File: src/tra_pkg.sv
// Purpose: shared constants and carriers for the telemetry recorder
// Assumes: samples arrive as fixed-point words on sample_valid, temperature signed
// Notes:   widths are fixed; the top module may override only the cycle counts
package tra_pkg;

  // ---------------------------------------------------------------
  // widths and timing
  // ---------------------------------------------------------------
  localparam int TRA_VW = 16;   // voltage, 10 mV units
  localparam int TRA_IW = 16;   // current, 10 mA units
  localparam int TRA_TW = 12;   // temperature, 0.1 degC units, signed
  localparam int TRA_CW = 32;   // capacity accumulator
  localparam int TRA_RW = 32;   // run time, seconds
  localparam int TRA_CLK_HZ = 40_000_000;
  localparam int TRA_TICK_MS = 1000;
  localparam int TRA_TICK_CYC = TRA_CLK_HZ / 1000 * TRA_TICK_MS;
  localparam int TRA_LONG_MS = 2000;
  localparam int TRA_LONG_CYC = TRA_CLK_HZ / 1000 * TRA_LONG_MS;
  localparam int TRA_ALT_MS = 1000;
  localparam int TRA_ALT_CYC = TRA_CLK_HZ / 1000 * TRA_ALT_MS;
  localparam int TRA_AVG_SH = 4;   // average filter weight 1/16

  // ---------------------------------------------------------------
  // reset / factory values
  // ---------------------------------------------------------------
  localparam logic [15:0] TRA_TEMP_LIM = 16'h0352; // 85.0 degC
  localparam logic [15:0] TRA_DEF_TRIG = 16'h0000;
  localparam logic [15:0] TRA_DEF_VLIM = 16'h0000;
  localparam logic [15:0] TRA_DEF_ILIM = 16'h0000;
  localparam logic [31:0] TRA_DEF_CLIM = 32'h0000_0000;
  localparam logic [3:0]  TRA_DEF_EN   = 4'h0;  // all alarms off
  localparam logic        TRA_DEF_AUTO = 1'b1;

  // ---------------------------------------------------------------
  // alarm bit positions and morse codes
  // ---------------------------------------------------------------
  localparam int TRA_AL_V = 0;
  localparam int TRA_AL_I = 1;
  localparam int TRA_AL_C = 2;
  localparam int TRA_AL_T = 3;
  // morse: len in [6:4], symbols in [3:0] msb first, 1 = dash
  localparam logic [6:0] TRA_MORSE_V = 7'h31;  // ..-
  localparam logic [6:0] TRA_MORSE_I = 7'h30;  // ...
  localparam logic [6:0] TRA_MORSE_C = 7'h4A;  // -.-.
  localparam logic [6:0] TRA_MORSE_T = 7'h11;  // -

  typedef struct packed {
    logic [15:0] trig;       // recording threshold current
    logic [15:0] volt_lim;   // voltage alarm, falls below
    logic [15:0] curr_lim;   // current alarm, rises above
    logic [31:0] cap_lim;    // capacity alarm
    logic [3:0]  alarm_en;   // 0 = OFF per alarm
    logic        auto_erase;
  } tra_cfg_t;

  typedef struct packed {
    logic [15:0] volt;
    logic [15:0] curr;
    logic [11:0] temp;
  } tra_sample_t;

  typedef struct packed {
    logic [15:0] volt_min;
    logic [15:0] volt_max;
    logic [15:0] curr_avg;
    logic [15:0] curr_peak;
    logic [31:0] capacity;
    logic [31:0] run_time;
    logic [11:0] temp_min;
    logic [11:0] temp_max;
  } tra_rec_t;

endpackage : tra_pkg

File: src/tra_recorder.sv
// Purpose: battery telemetry recorder with alarm signalling
// Assumes: samples and key events come from logic on clk
// Notes:   power-up is sys_rst; stored records survive it
`timescale 1ns/1ps
module tra_recorder import tra_pkg::*; #(
  parameter int TICK_CYC = TRA_TICK_CYC,
  parameter int LONG_CYC = TRA_LONG_CYC,
  parameter int ALT_CYC  = TRA_ALT_CYC
) (
  // clock and reset
  input  wire logic  clk,
  input  wire logic  sys_rst,
  // measurements
  input  wire logic        sample_valid,
  input  wire tra_sample_t sample,
  // terminal commands, one-cycle pulses; key_right is held for a long press
  input  wire logic  cmd_erase,
  input  wire logic  cmd_restore,
  input  wire logic  key_right,
  // settings write
  input  wire logic     cfg_we,
  input  wire tra_cfg_t cfg_wdata,
  // settings and records readout
  output tra_cfg_t   cfg,
  output tra_rec_t   rec,
  output logic       recording,
  // display and alarms
  output logic [3:0] alarm,
  output logic       disp_alarm,
  output logic       disp_star,
  // tone link
  output logic       tone_valid,
  output logic       tone_attn,
  output logic [6:0] tone_code,
  input  wire logic  tone_ready
);

  // ---------------------------------------------------------------
  // settings
  // ---------------------------------------------------------------
  localparam tra_cfg_t CFG_DEF = '{trig: TRA_DEF_TRIG,
    volt_lim: TRA_DEF_VLIM, curr_lim: TRA_DEF_ILIM, cap_lim: TRA_DEF_CLIM,
    alarm_en: TRA_DEF_EN, auto_erase: TRA_DEF_AUTO};

  tra_cfg_t cfg_reg, cfg_next;

  always_comb begin
    cfg_next = cfg_reg;
    if (cmd_restore)
      cfg_next = CFG_DEF;
    else if (cfg_we)
      cfg_next = cfg_wdata;
  end

  // ---------------------------------------------------------------
  // session phase and records
  // ---------------------------------------------------------------
  // records are not reset: they must outlive power-up for readout
  tra_rec_t    rec_reg, rec_next;
  logic        trig_reg, trig_next;   // threshold seen this session
  logic        live_reg, live_next;   // first sample after clear pending
  logic        above_reg, above_next;
  logic [31:0] tick_cnt_reg, tick_cnt_next;
  logic [31:0] long_cnt_reg, long_cnt_next;
  logic        star_reg, star_next;
  logic        clr;
  logic        fast_clr;
  logic        over;
  logic [16:0] avg_sum;
  tra_rec_t    fresh;

  assign over = sample.curr > cfg_reg.trig;
  assign fast_clr = key_right && (long_cnt_reg == 32'(LONG_CYC - 1));

  always_comb begin
    fresh = '{volt_min: sample.volt, volt_max: sample.volt,
      curr_avg: sample.curr, curr_peak: sample.curr, capacity: 32'h0000_0000,
      run_time: 32'h0000_0000, temp_min: sample.temp, temp_max: sample.temp};
  end

  assign clr = cmd_erase || fast_clr;

  always_comb begin
    rec_next      = rec_reg;
    trig_next     = trig_reg;
    live_next     = live_reg;
    above_next    = above_reg;
    tick_cnt_next = tick_cnt_reg + 32'h0000_0001;
    long_cnt_next = key_right ? long_cnt_reg + 32'h0000_0001
                              : 32'h0000_0000;
    star_next     = star_reg;
    avg_sum       = 17'h0_0000;
    if (fast_clr) begin
      star_next     = 1'b1;
      long_cnt_next = 32'h0000_0000;
    end
    if (clr) begin
      live_next = 1'b1;
      rec_next  = '0;
    end
    if (sample_valid) begin
      above_next = over;
      // a zero threshold counts as exceeded at once
      if (!trig_reg && (over || cfg_reg.trig == 16'h0000)) begin
        trig_next = 1'b1;
        // auto-erase or a zero threshold drops the old session; otherwise keep adding to it
        if (cfg_reg.auto_erase || cfg_reg.trig == 16'h0000)
          live_next = 1'b1;
      end
      if (trig_reg && !clr) begin
        if (live_reg) begin
          rec_next  = fresh;
          live_next = 1'b0;
        end else begin
          if (sample.volt < rec_reg.volt_min)
            rec_next.volt_min = sample.volt;
          if (sample.volt > rec_reg.volt_max)
            rec_next.volt_max = sample.volt;
          if (sample.curr > rec_reg.curr_peak)
            rec_next.curr_peak = sample.curr;
          avg_sum = {1'b0, rec_reg.curr_avg}
                  - {1'b0, rec_reg.curr_avg >> TRA_AVG_SH}
                  + {1'b0, sample.curr >> TRA_AVG_SH};
          rec_next.curr_avg = avg_sum[15:0];
          if ($signed(sample.temp) < $signed(rec_reg.temp_min))
            rec_next.temp_min = sample.temp;
          if ($signed(sample.temp) > $signed(rec_reg.temp_max))
            rec_next.temp_max = sample.temp;
        end
      end
    end
    if (tick_cnt_reg == 32'(TICK_CYC - 1)) begin
      tick_cnt_next = 32'h0000_0000;
      if (trig_reg && !live_reg && !clr) begin
        rec_next.capacity = rec_reg.capacity
                          + {16'h0000, sample.curr};
        if (above_reg)
          rec_next.run_time = rec_reg.run_time + 32'h0000_0001;
      end
    end
  end

  // ---------------------------------------------------------------
  // alarms
  // ---------------------------------------------------------------
  logic [3:0] al_reg, al_next;
  logic [3:0] al_raw;

  always_comb begin
    al_raw = 4'h0;
    al_raw[TRA_AL_V] = sample.volt < cfg_reg.volt_lim;
    al_raw[TRA_AL_I] = sample.curr > cfg_reg.curr_lim;
    al_raw[TRA_AL_C] = rec_reg.capacity > cfg_reg.cap_lim;
    al_raw[TRA_AL_T] = $signed(sample.temp) >
                       $signed(TRA_TEMP_LIM[11:0]);
    al_next = al_reg;
    if (sample_valid)
      al_next = al_raw & cfg_reg.alarm_en;
    else
      al_next[TRA_AL_C] = al_raw[TRA_AL_C] & cfg_reg.alarm_en[TRA_AL_C];
  end

  // ---------------------------------------------------------------
  // display alternation and tone requests
  // ---------------------------------------------------------------
  logic [31:0] alt_cnt_reg, alt_cnt_next;
  logic        alt_reg, alt_next;
  logic [1:0]  sel_reg, sel_next;
  logic        tone_start;
  logic        tone_busy;
  logic [6:0]  sel_code;

  always_comb begin
    case (sel_reg)
      2'd0:    sel_code = TRA_MORSE_V;
      2'd1:    sel_code = TRA_MORSE_I;
      2'd2:    sel_code = TRA_MORSE_C;
      default: sel_code = TRA_MORSE_T;
    endcase
  end

  // one alarm is announced per display period, rotating through active ones
  assign tone_start = alt_next && !alt_reg && al_reg[sel_reg] && !tone_busy;

  always_comb begin
    alt_cnt_next = alt_cnt_reg + 32'h0000_0001;
    alt_next     = alt_reg;
    sel_next     = sel_reg;
    if (al_reg == 4'h0) begin
      alt_cnt_next = 32'h0000_0000;
      alt_next     = 1'b0;
    end else if (alt_cnt_reg == 32'(ALT_CYC - 1)) begin
      alt_cnt_next = 32'h0000_0000;
      alt_next     = !alt_reg;
    end
    if (!al_reg[sel_reg] || (alt_reg && !alt_next))
      sel_next = sel_reg + 2'd1;
  end

  tra_tone u_tone (
    .clk        (clk),
    .sys_rst    (sys_rst),
    .start      (tone_start),
    .morse      (sel_code),
    .tone_valid (tone_valid),
    .tone_attn  (tone_attn),
    .tone_code  (tone_code),
    .tone_ready (tone_ready),
    .busy       (tone_busy)
  );

  // ---------------------------------------------------------------
  // registers
  // ---------------------------------------------------------------
  always_ff @(posedge clk) begin
    rec_reg <= rec_next;
    if (sys_rst) begin
      cfg_reg      <= CFG_DEF;
      trig_reg     <= 1'b0;
      live_reg     <= 1'b0;
      above_reg    <= 1'b0;
      tick_cnt_reg <= 32'h0000_0000;
      long_cnt_reg <= 32'h0000_0000;
      star_reg     <= 1'b0;
      al_reg       <= 4'h0;
      alt_cnt_reg  <= 32'h0000_0000;
      alt_reg      <= 1'b0;
      sel_reg      <= 2'd0;
    end else begin
      cfg_reg      <= cfg_next;
      trig_reg     <= trig_next;
      live_reg     <= live_next;
      above_reg    <= above_next;
      tick_cnt_reg <= tick_cnt_next;
      long_cnt_reg <= long_cnt_next;
      star_reg     <= star_next;
      al_reg       <= al_next;
      alt_cnt_reg  <= alt_cnt_next;
      alt_reg      <= alt_next;
      sel_reg      <= sel_next;
    end
  end

  assign cfg        = cfg_reg;
  assign rec        = rec_reg;
  assign recording  = trig_reg;
  assign alarm      = al_reg;
  assign disp_alarm = alt_reg;
  assign disp_star  = star_reg;

endmodule : tra_recorder

File: src/tra_tone.sv
// Purpose: tone request sequencer, attention tone then morse character
// Assumes: tone_ready from the link, same clock
// Notes:   one request per cycle of tone_valid/tone_ready
`timescale 1ns/1ps
module tra_tone import tra_pkg::*; (
  // clock and reset
  input  wire logic       clk,
  input  wire logic       sys_rst,
  // request
  input  wire logic       start,
  input  wire logic [6:0] morse,
  // tone link
  output logic            tone_valid,
  output logic            tone_attn,
  output logic [6:0]      tone_code,
  input  wire logic       tone_ready,
  output logic            busy
);

  typedef enum logic [1:0] {TRA_T_IDLE, TRA_T_ATTN, TRA_T_CHAR} tra_tst_t;
  tra_tst_t   st_reg, st_next;
  logic [6:0] code_reg, code_next;

  always_comb begin
    st_next = st_reg;
    code_next = code_reg;
    case (st_reg)
      TRA_T_IDLE: begin
        if (start) begin
          st_next = TRA_T_ATTN;
          code_next = morse;
        end
      end
      TRA_T_ATTN: if (tone_ready) st_next = TRA_T_CHAR;
      TRA_T_CHAR: if (tone_ready) st_next = TRA_T_IDLE;
      default:    st_next = TRA_T_IDLE;
    endcase
  end

  always_ff @(posedge clk) begin
    if (sys_rst) begin
      st_reg   <= TRA_T_IDLE;
      code_reg <= 7'h00;
    end else begin
      st_reg   <= st_next;
      code_reg <= code_next;
    end
  end

  assign tone_valid = (st_reg != TRA_T_IDLE);
  assign tone_attn  = (st_reg == TRA_T_ATTN);
  assign tone_code  = code_reg;
  assign busy       = (st_reg != TRA_T_IDLE);

endmodule : tra_tone
File: config.mk
export PLATFORM = sky130hd
export DESIGN_NAME = tra_recorder
export DESIGN_NICKNAME = d
export VERILOG_FILES = /design/src/tra_pkg.sv /design/src/tra_recorder.sv /design/src/tra_tone.sv
export SDC_FILE = /design/constraint.sdc
export NUM_CORES = 1
export LEC_CHECK = 0
export ABC_AREA = 1
export BUFFER_PORTS_ARGS = -buffer_cell sky130_fd_sc_hd__clkbuf_2
export CAP_MARGIN = 30
export CORE_MARGIN = 4
export CORE_UTILIZATION = 30
export DETAILED_ROUTE_END_ITERATION = 6
export GPL_TIMING_DRIVEN = 0
export RECOVER_POWER = 25
export SLEW_MARGIN = 20
export SYNTH_ARGS = -nofsm -noshare
export SYNTH_HDL_FRONTEND = slang
export SYNTH_HIERARCHICAL = 1
export SYNTH_SLANG_ARGS = --single-unit
File: constraint.sdc
create_clock -name clk -period 2.5 [get_ports clk]
set_input_delay 0.125 -clock clk [delete_from_list [all_inputs] [get_ports clk]]
set_output_delay 0.125 -clock clk [all_outputs]
set_load 0.05 [all_outputs]
# [Yosys cells after proc, flatten, opt, wreduce, memory -nomap -nowiden]
# Cells that the tools add are included.
[totals] register_bits=353 input_bits=137 output_inout_bits=253
[op_classes] add_sub_neg=8 magnitude_cmp=11 n_eq_ne=10 n_mux=30 n_bitwise=3 n_reduce_logical=32
[ops] cell="$mux 152" count=3
[ops] cell="$mux 64" count=4
[ops] cell="$add 32x1->32 const B" count=4
[ops] cell="$eq 32x26->1 const B" count=2
[ops] cell="$gt 16x16->1" count=4
[ops] cell="$mux 16" count=3
[ops] cell="$add 32x16->32" count=1
[ops] cell="$eq 32x27->1 const B" count=1
[ops] cell="$gt 32x32->1" count=1
[ops] cell="$lt 16x16->1" count=2
[ops] cell="$mux 32" count=1
[ops] cell="$mux 12" count=2
[ops] cell="$mux 24" count=1
[ops] cell="$pmux 7 s3" count=1
[ops] cell="$add 16x12->16" count=1
[ops] cell="$logic_not 16->1" count=1
[ops] cell="$sub 16x12->16" count=1
[ops] cell="$gt 12x11->1 const B" count=1
[ops] cell="$gt 12x12->1" count=1
[ops] cell="$lt 12x12->1" count=1
[ops] cell="$mux 1" count=10
[ops] cell="$logic_and 1x1->1" count=9
[ops] cell="$logic_not 1->1" count=7
[ops] cell="$mux 2" count=3
[ops] cell="other kinds (19)" count=29

# [Depth between registers and ports, before layout]
[depth] word_depth=11 depth_mapped=16 mapped_depth_nobuf=15

# [Hierarchy]
# The synthesis kept the hierarchy.
[by_module_without_submodules] module="tra_recorder" instances=1 cells_per_inst=3064 area_each_um2=21008.9
[by_module_without_submodules] module="tra_tone" instances=1 cells_per_inst=59 area_each_um2=420.4

# [Worst setup path before layout]
# No wires, ideal clock.
[synth_path] path_kind="register to register" from="reg rec_reg (netlist bit rec[106])" to="reg rec_reg (netlist bit rec[119])" setup_ns=0.119 arrival_time_ns=2.660 required_time_ns=2.381 slack_ns=-0.279 path_stages_with_launch=15 path_buffers=0 period_less_slack_ns=2.779 cell_sequence="dfxtp_1 inv_1 fa_1 inv_1 ha_1 nand3_1 nand3_1 a21oi_1 o21ai_0 nand2_1 nand2_1 nand2_1 nand2_1 o21ai_0 nand2_1"
[synth_rtl] element="start: declaration" line="tra_recorder.sv:59" rtl="tra_rec_t rec_reg, rec_next;"
[synth_rtl] element="start signal: assignment" line="tra_recorder.sv:216" rtl="rec_reg <= rec_next;"

==> flow_summary_export.csv <==
group,metric,value,unit
outcome,status,"completed",
critical_path,crit_path_end_kind,"flop",
timing,rsz0062_at_grt,"true",
pwr,p_leak,11.76,nW
place,dp_hpwl,62180,microns
pwr,p_total,16.07,mW
final_layout,layout_common_cells,"nand2_1, inv_1, dfxtp_1, nor2_1, a21oi_1",
final_layout,post-route-util,38.93,%
timing,finalCritPeriodShare,97.24,%
clock_tree,cts-htree-levels,2,
final_layout,largest_reg_flops,152,
die,die_h,275.3,microns
detailed_routing,drc,0,
detailed_routing,drt.antenna.violating_nets,0,
run,maxCapViolations,0,
timing,hold_viol_final,0,
timing,worstMarginPinSlew,865.8,ps
final_layout,area_growth,27.87,%
pwr,combPwrFrac,19.9,%
die,die_w,275.3,microns
timing,drv_slew,0,
critical_path,critical_path_arrival,2870,ps
grt,gr-total-overflow,0,
pwr,internal_power,11.14,mW
detailed_routing,num_vias,22510,
place,pre_cts_ws,-366.2,ps
yosys,syn_avg_cell_area,6.862,sq um
grt,grt_max_degree,12,
timing,slew_headroom,42.28,%
place,io_buffers,387,
die,rows,97,
clock_tree,clk_pin_slew_worst_paths,60,ps
detailed_routing,drt_iter0_drc,1649,
clock_tree,insertion_delay,570,ps
detailed_routing,drt-wirelength-per-cell,16.99,microns
pwr,switching_share,30.69,%
grt,grt_use_total,20.20,%
final_layout,final_common_cell,"nand2_1",
grt,grt_pass1_vias,21140,
timing,fin_worst_skew,13.58,ps
pwr,p_clk_share,43.2,%
timing,fin_ws,69.07,ps
die,initial_core_util,30.44,%
clock_tree,cts_tree,"done",
yosys,synth_cells,3123,
place,dpl-instance-area,0.02457,sq mm
place,place_congestion,0.9382,
detailed_routing,totalWireLength,79170,microns
yosys,syn_area,0.02143,sq mm
grt,antenna_found_initial,2,
min_path,hp-class,"in2reg",
critical_path,path_max_fanout,5,
clock_tree,clock-root-buffer,"clkbuf_16",
yosys,synth_edf_count,0,
detailed_routing,drt_pass1_iterations,6,
final_layout,drive_above_1_share,12.13,%
yosys,synth_area_leaders,"dfxtp_1, ha_1, nand2_1, inv_1, a21oi_1",
pwr,p_seq_share,36.9,%
clock_tree,cts.sinks,353,
critical_path,crit_required,2940,ps
die,die-area,0.07577,sq mm
yosys,synthArstFlopShare,0,%
pwr,power_density,586.6,mW/mm^2
timing,fin_setup_tns,0,ps
pwr,netSwitchingPower,4.933,mW
timing,fmax,0.4114,GHz
timing,setup-violations-final,0,
yosys,synth_top_flop_cell,"dfxtp_1",
die,io_pins,390,
critical_path,start_kind,"flop",
clock_tree,cts_max_path_buffers,3,
yosys,synthesis.nets,3462,
yosys,synth-seq-cells,353,
final_layout,stdcell_area,0.02740,sq mm
timing,fin_crit,2431,ps
yosys,yosysTopAreaCell,"dfxtp_1",
yosys,synth.distinct_cells,50,
grt,grt_pass1_wl,120000,microns
pwr,ir_drop,0.4494,mV
critical_path,crit_type,"reg2reg",
yosys,ys_seq_area_share,32.98,%
final_layout,fin_nets,4021,
yosys,yosysWarnings,6,
detailed_routing,vias_per_cell,4.831,
die,core,0.07039,sq mm
yosys,synth.top_cell.area_share,32.98,%
clock_tree,tritoncts.num_buffers,45,
## cells by family after synthesis
| family | Yosys count | synth area share [%] |
|---|---|---|
| xor+xnor | 56 | 2.289 |
| buf+inv | 597 | 10.80 |
| flops | 353 | 32.98 |
| simple gates | 1349 | 27.85 |
| compound gates | 565 | 13.81 |
| fa+ha+maj | 202 | 12.25 |
| other cells | 1 | 0.01750 |
## final timing paths
path	from	to	slack [ps]	cells after the start
min reg2reg	alt_cnt_reg[0]	alt_cnt_reg[0]	440	1
min	cfg_we	cfg[1]	70	3
max	rec[111]	rec[114]	70	10
max reg2reg	rec[111]	rec[114]	70	10
## worst max-delay path, cell delays in order, from the launching register on
cell and delay [ps]:
dfxtp_2 350, inv_1 70, fa_1 520, inv_1 50, ha_1 360, a21o_1 230, a21oi_2 150, nand3_1 150
xor2_1 180, o21ai_0 140, o21ai_0 100
## cell type report
| class | count | area (sq um) |
|---|---|---|
| plain buffers | 88 | 434.2 |
| flip-flops and latches | 353 | 7087 |
| well taps | 940 | 1176 |
| inverters | 509 | 1917 |
| diodes | 2 | 5.005 |
| clock inverters | 13 | 168.9 |
| fillers | 7566 | 42990 |
| repair buffers | 512 | 2984 |
| clock buffers | 69 | 1409 |
| multi-input cells | 2173 | 12220 |
## power by group through the flow
stage	sequential, mW	combinational (mW)	clock [mW]
final	5.93	3.19	6.95
after global routing	5.95	3.51	7.32
after CTS	5.93	3.06	7.15
after detailed placement	6.05	2.83	0
after global placement	6.05	2.81	0
after floorplan	6.49	1.50	0
## layer usage
layer	GRT usage, %	share of wire, %	vias to the layer above
met3	3.086	5.3	166
met5	0	0	-
met1	26.49	45	10380
met2	33.10	45	628
met4	8.678	4.5	0
li1	-	-	11330
## cell usage after synthesis (6+ instances only)
| master | n |
|---|---|
| nor4_1 | 29 |
| dfxtp_1 | 353 |
| nand3_1 | 201 |
| o22ai_1 | 6 |
| a21o_1 | 11 |
| o21ai_0 | 211 |
| clkbuf_1 | 49 |
| xor2_1 | 40 |
| nor3_1 | 96 |
| inv_1 | 500 |
| o21ai_1 | 26 |
| or2_2 | 17 |
| nor2_1 | 308 |
| xnor2_1 | 16 |
| buf_2 | 25 |
| fa_1 | 13 |
| o21a_1 | 11 |
| nand2_1 | 579 |
| a21oi_1 | 273 |
| ha_1 | 189 |
| nand4_1 | 62 |
| inv_2 | 7 |
| nand3b_1 | 10 |
| o21bai_1 | 8 |
| nor3b_1 | 25 |
## per-stage QoR
stage | hold WS [ps] | std cells
floorplan | 187.4 | 3123
global placement | 341.4 | 4450
detailed placement | 345.2 | 4451
CTS | 27.01 | 4653
global route | 67.40 | 4658
finish | 73.33 | 4659
## timing repair
action | CTS | global route
setup endpoints to repair | 88 | 170
setup buffers | 2 | 4
endpoints found under the hold margin | 154 | 0
resized for setup | 14 | 60
hold buffers | 118 | 0
pin swaps | 1 | 7
Note: power is estimated with default switching activity, not from simulation.
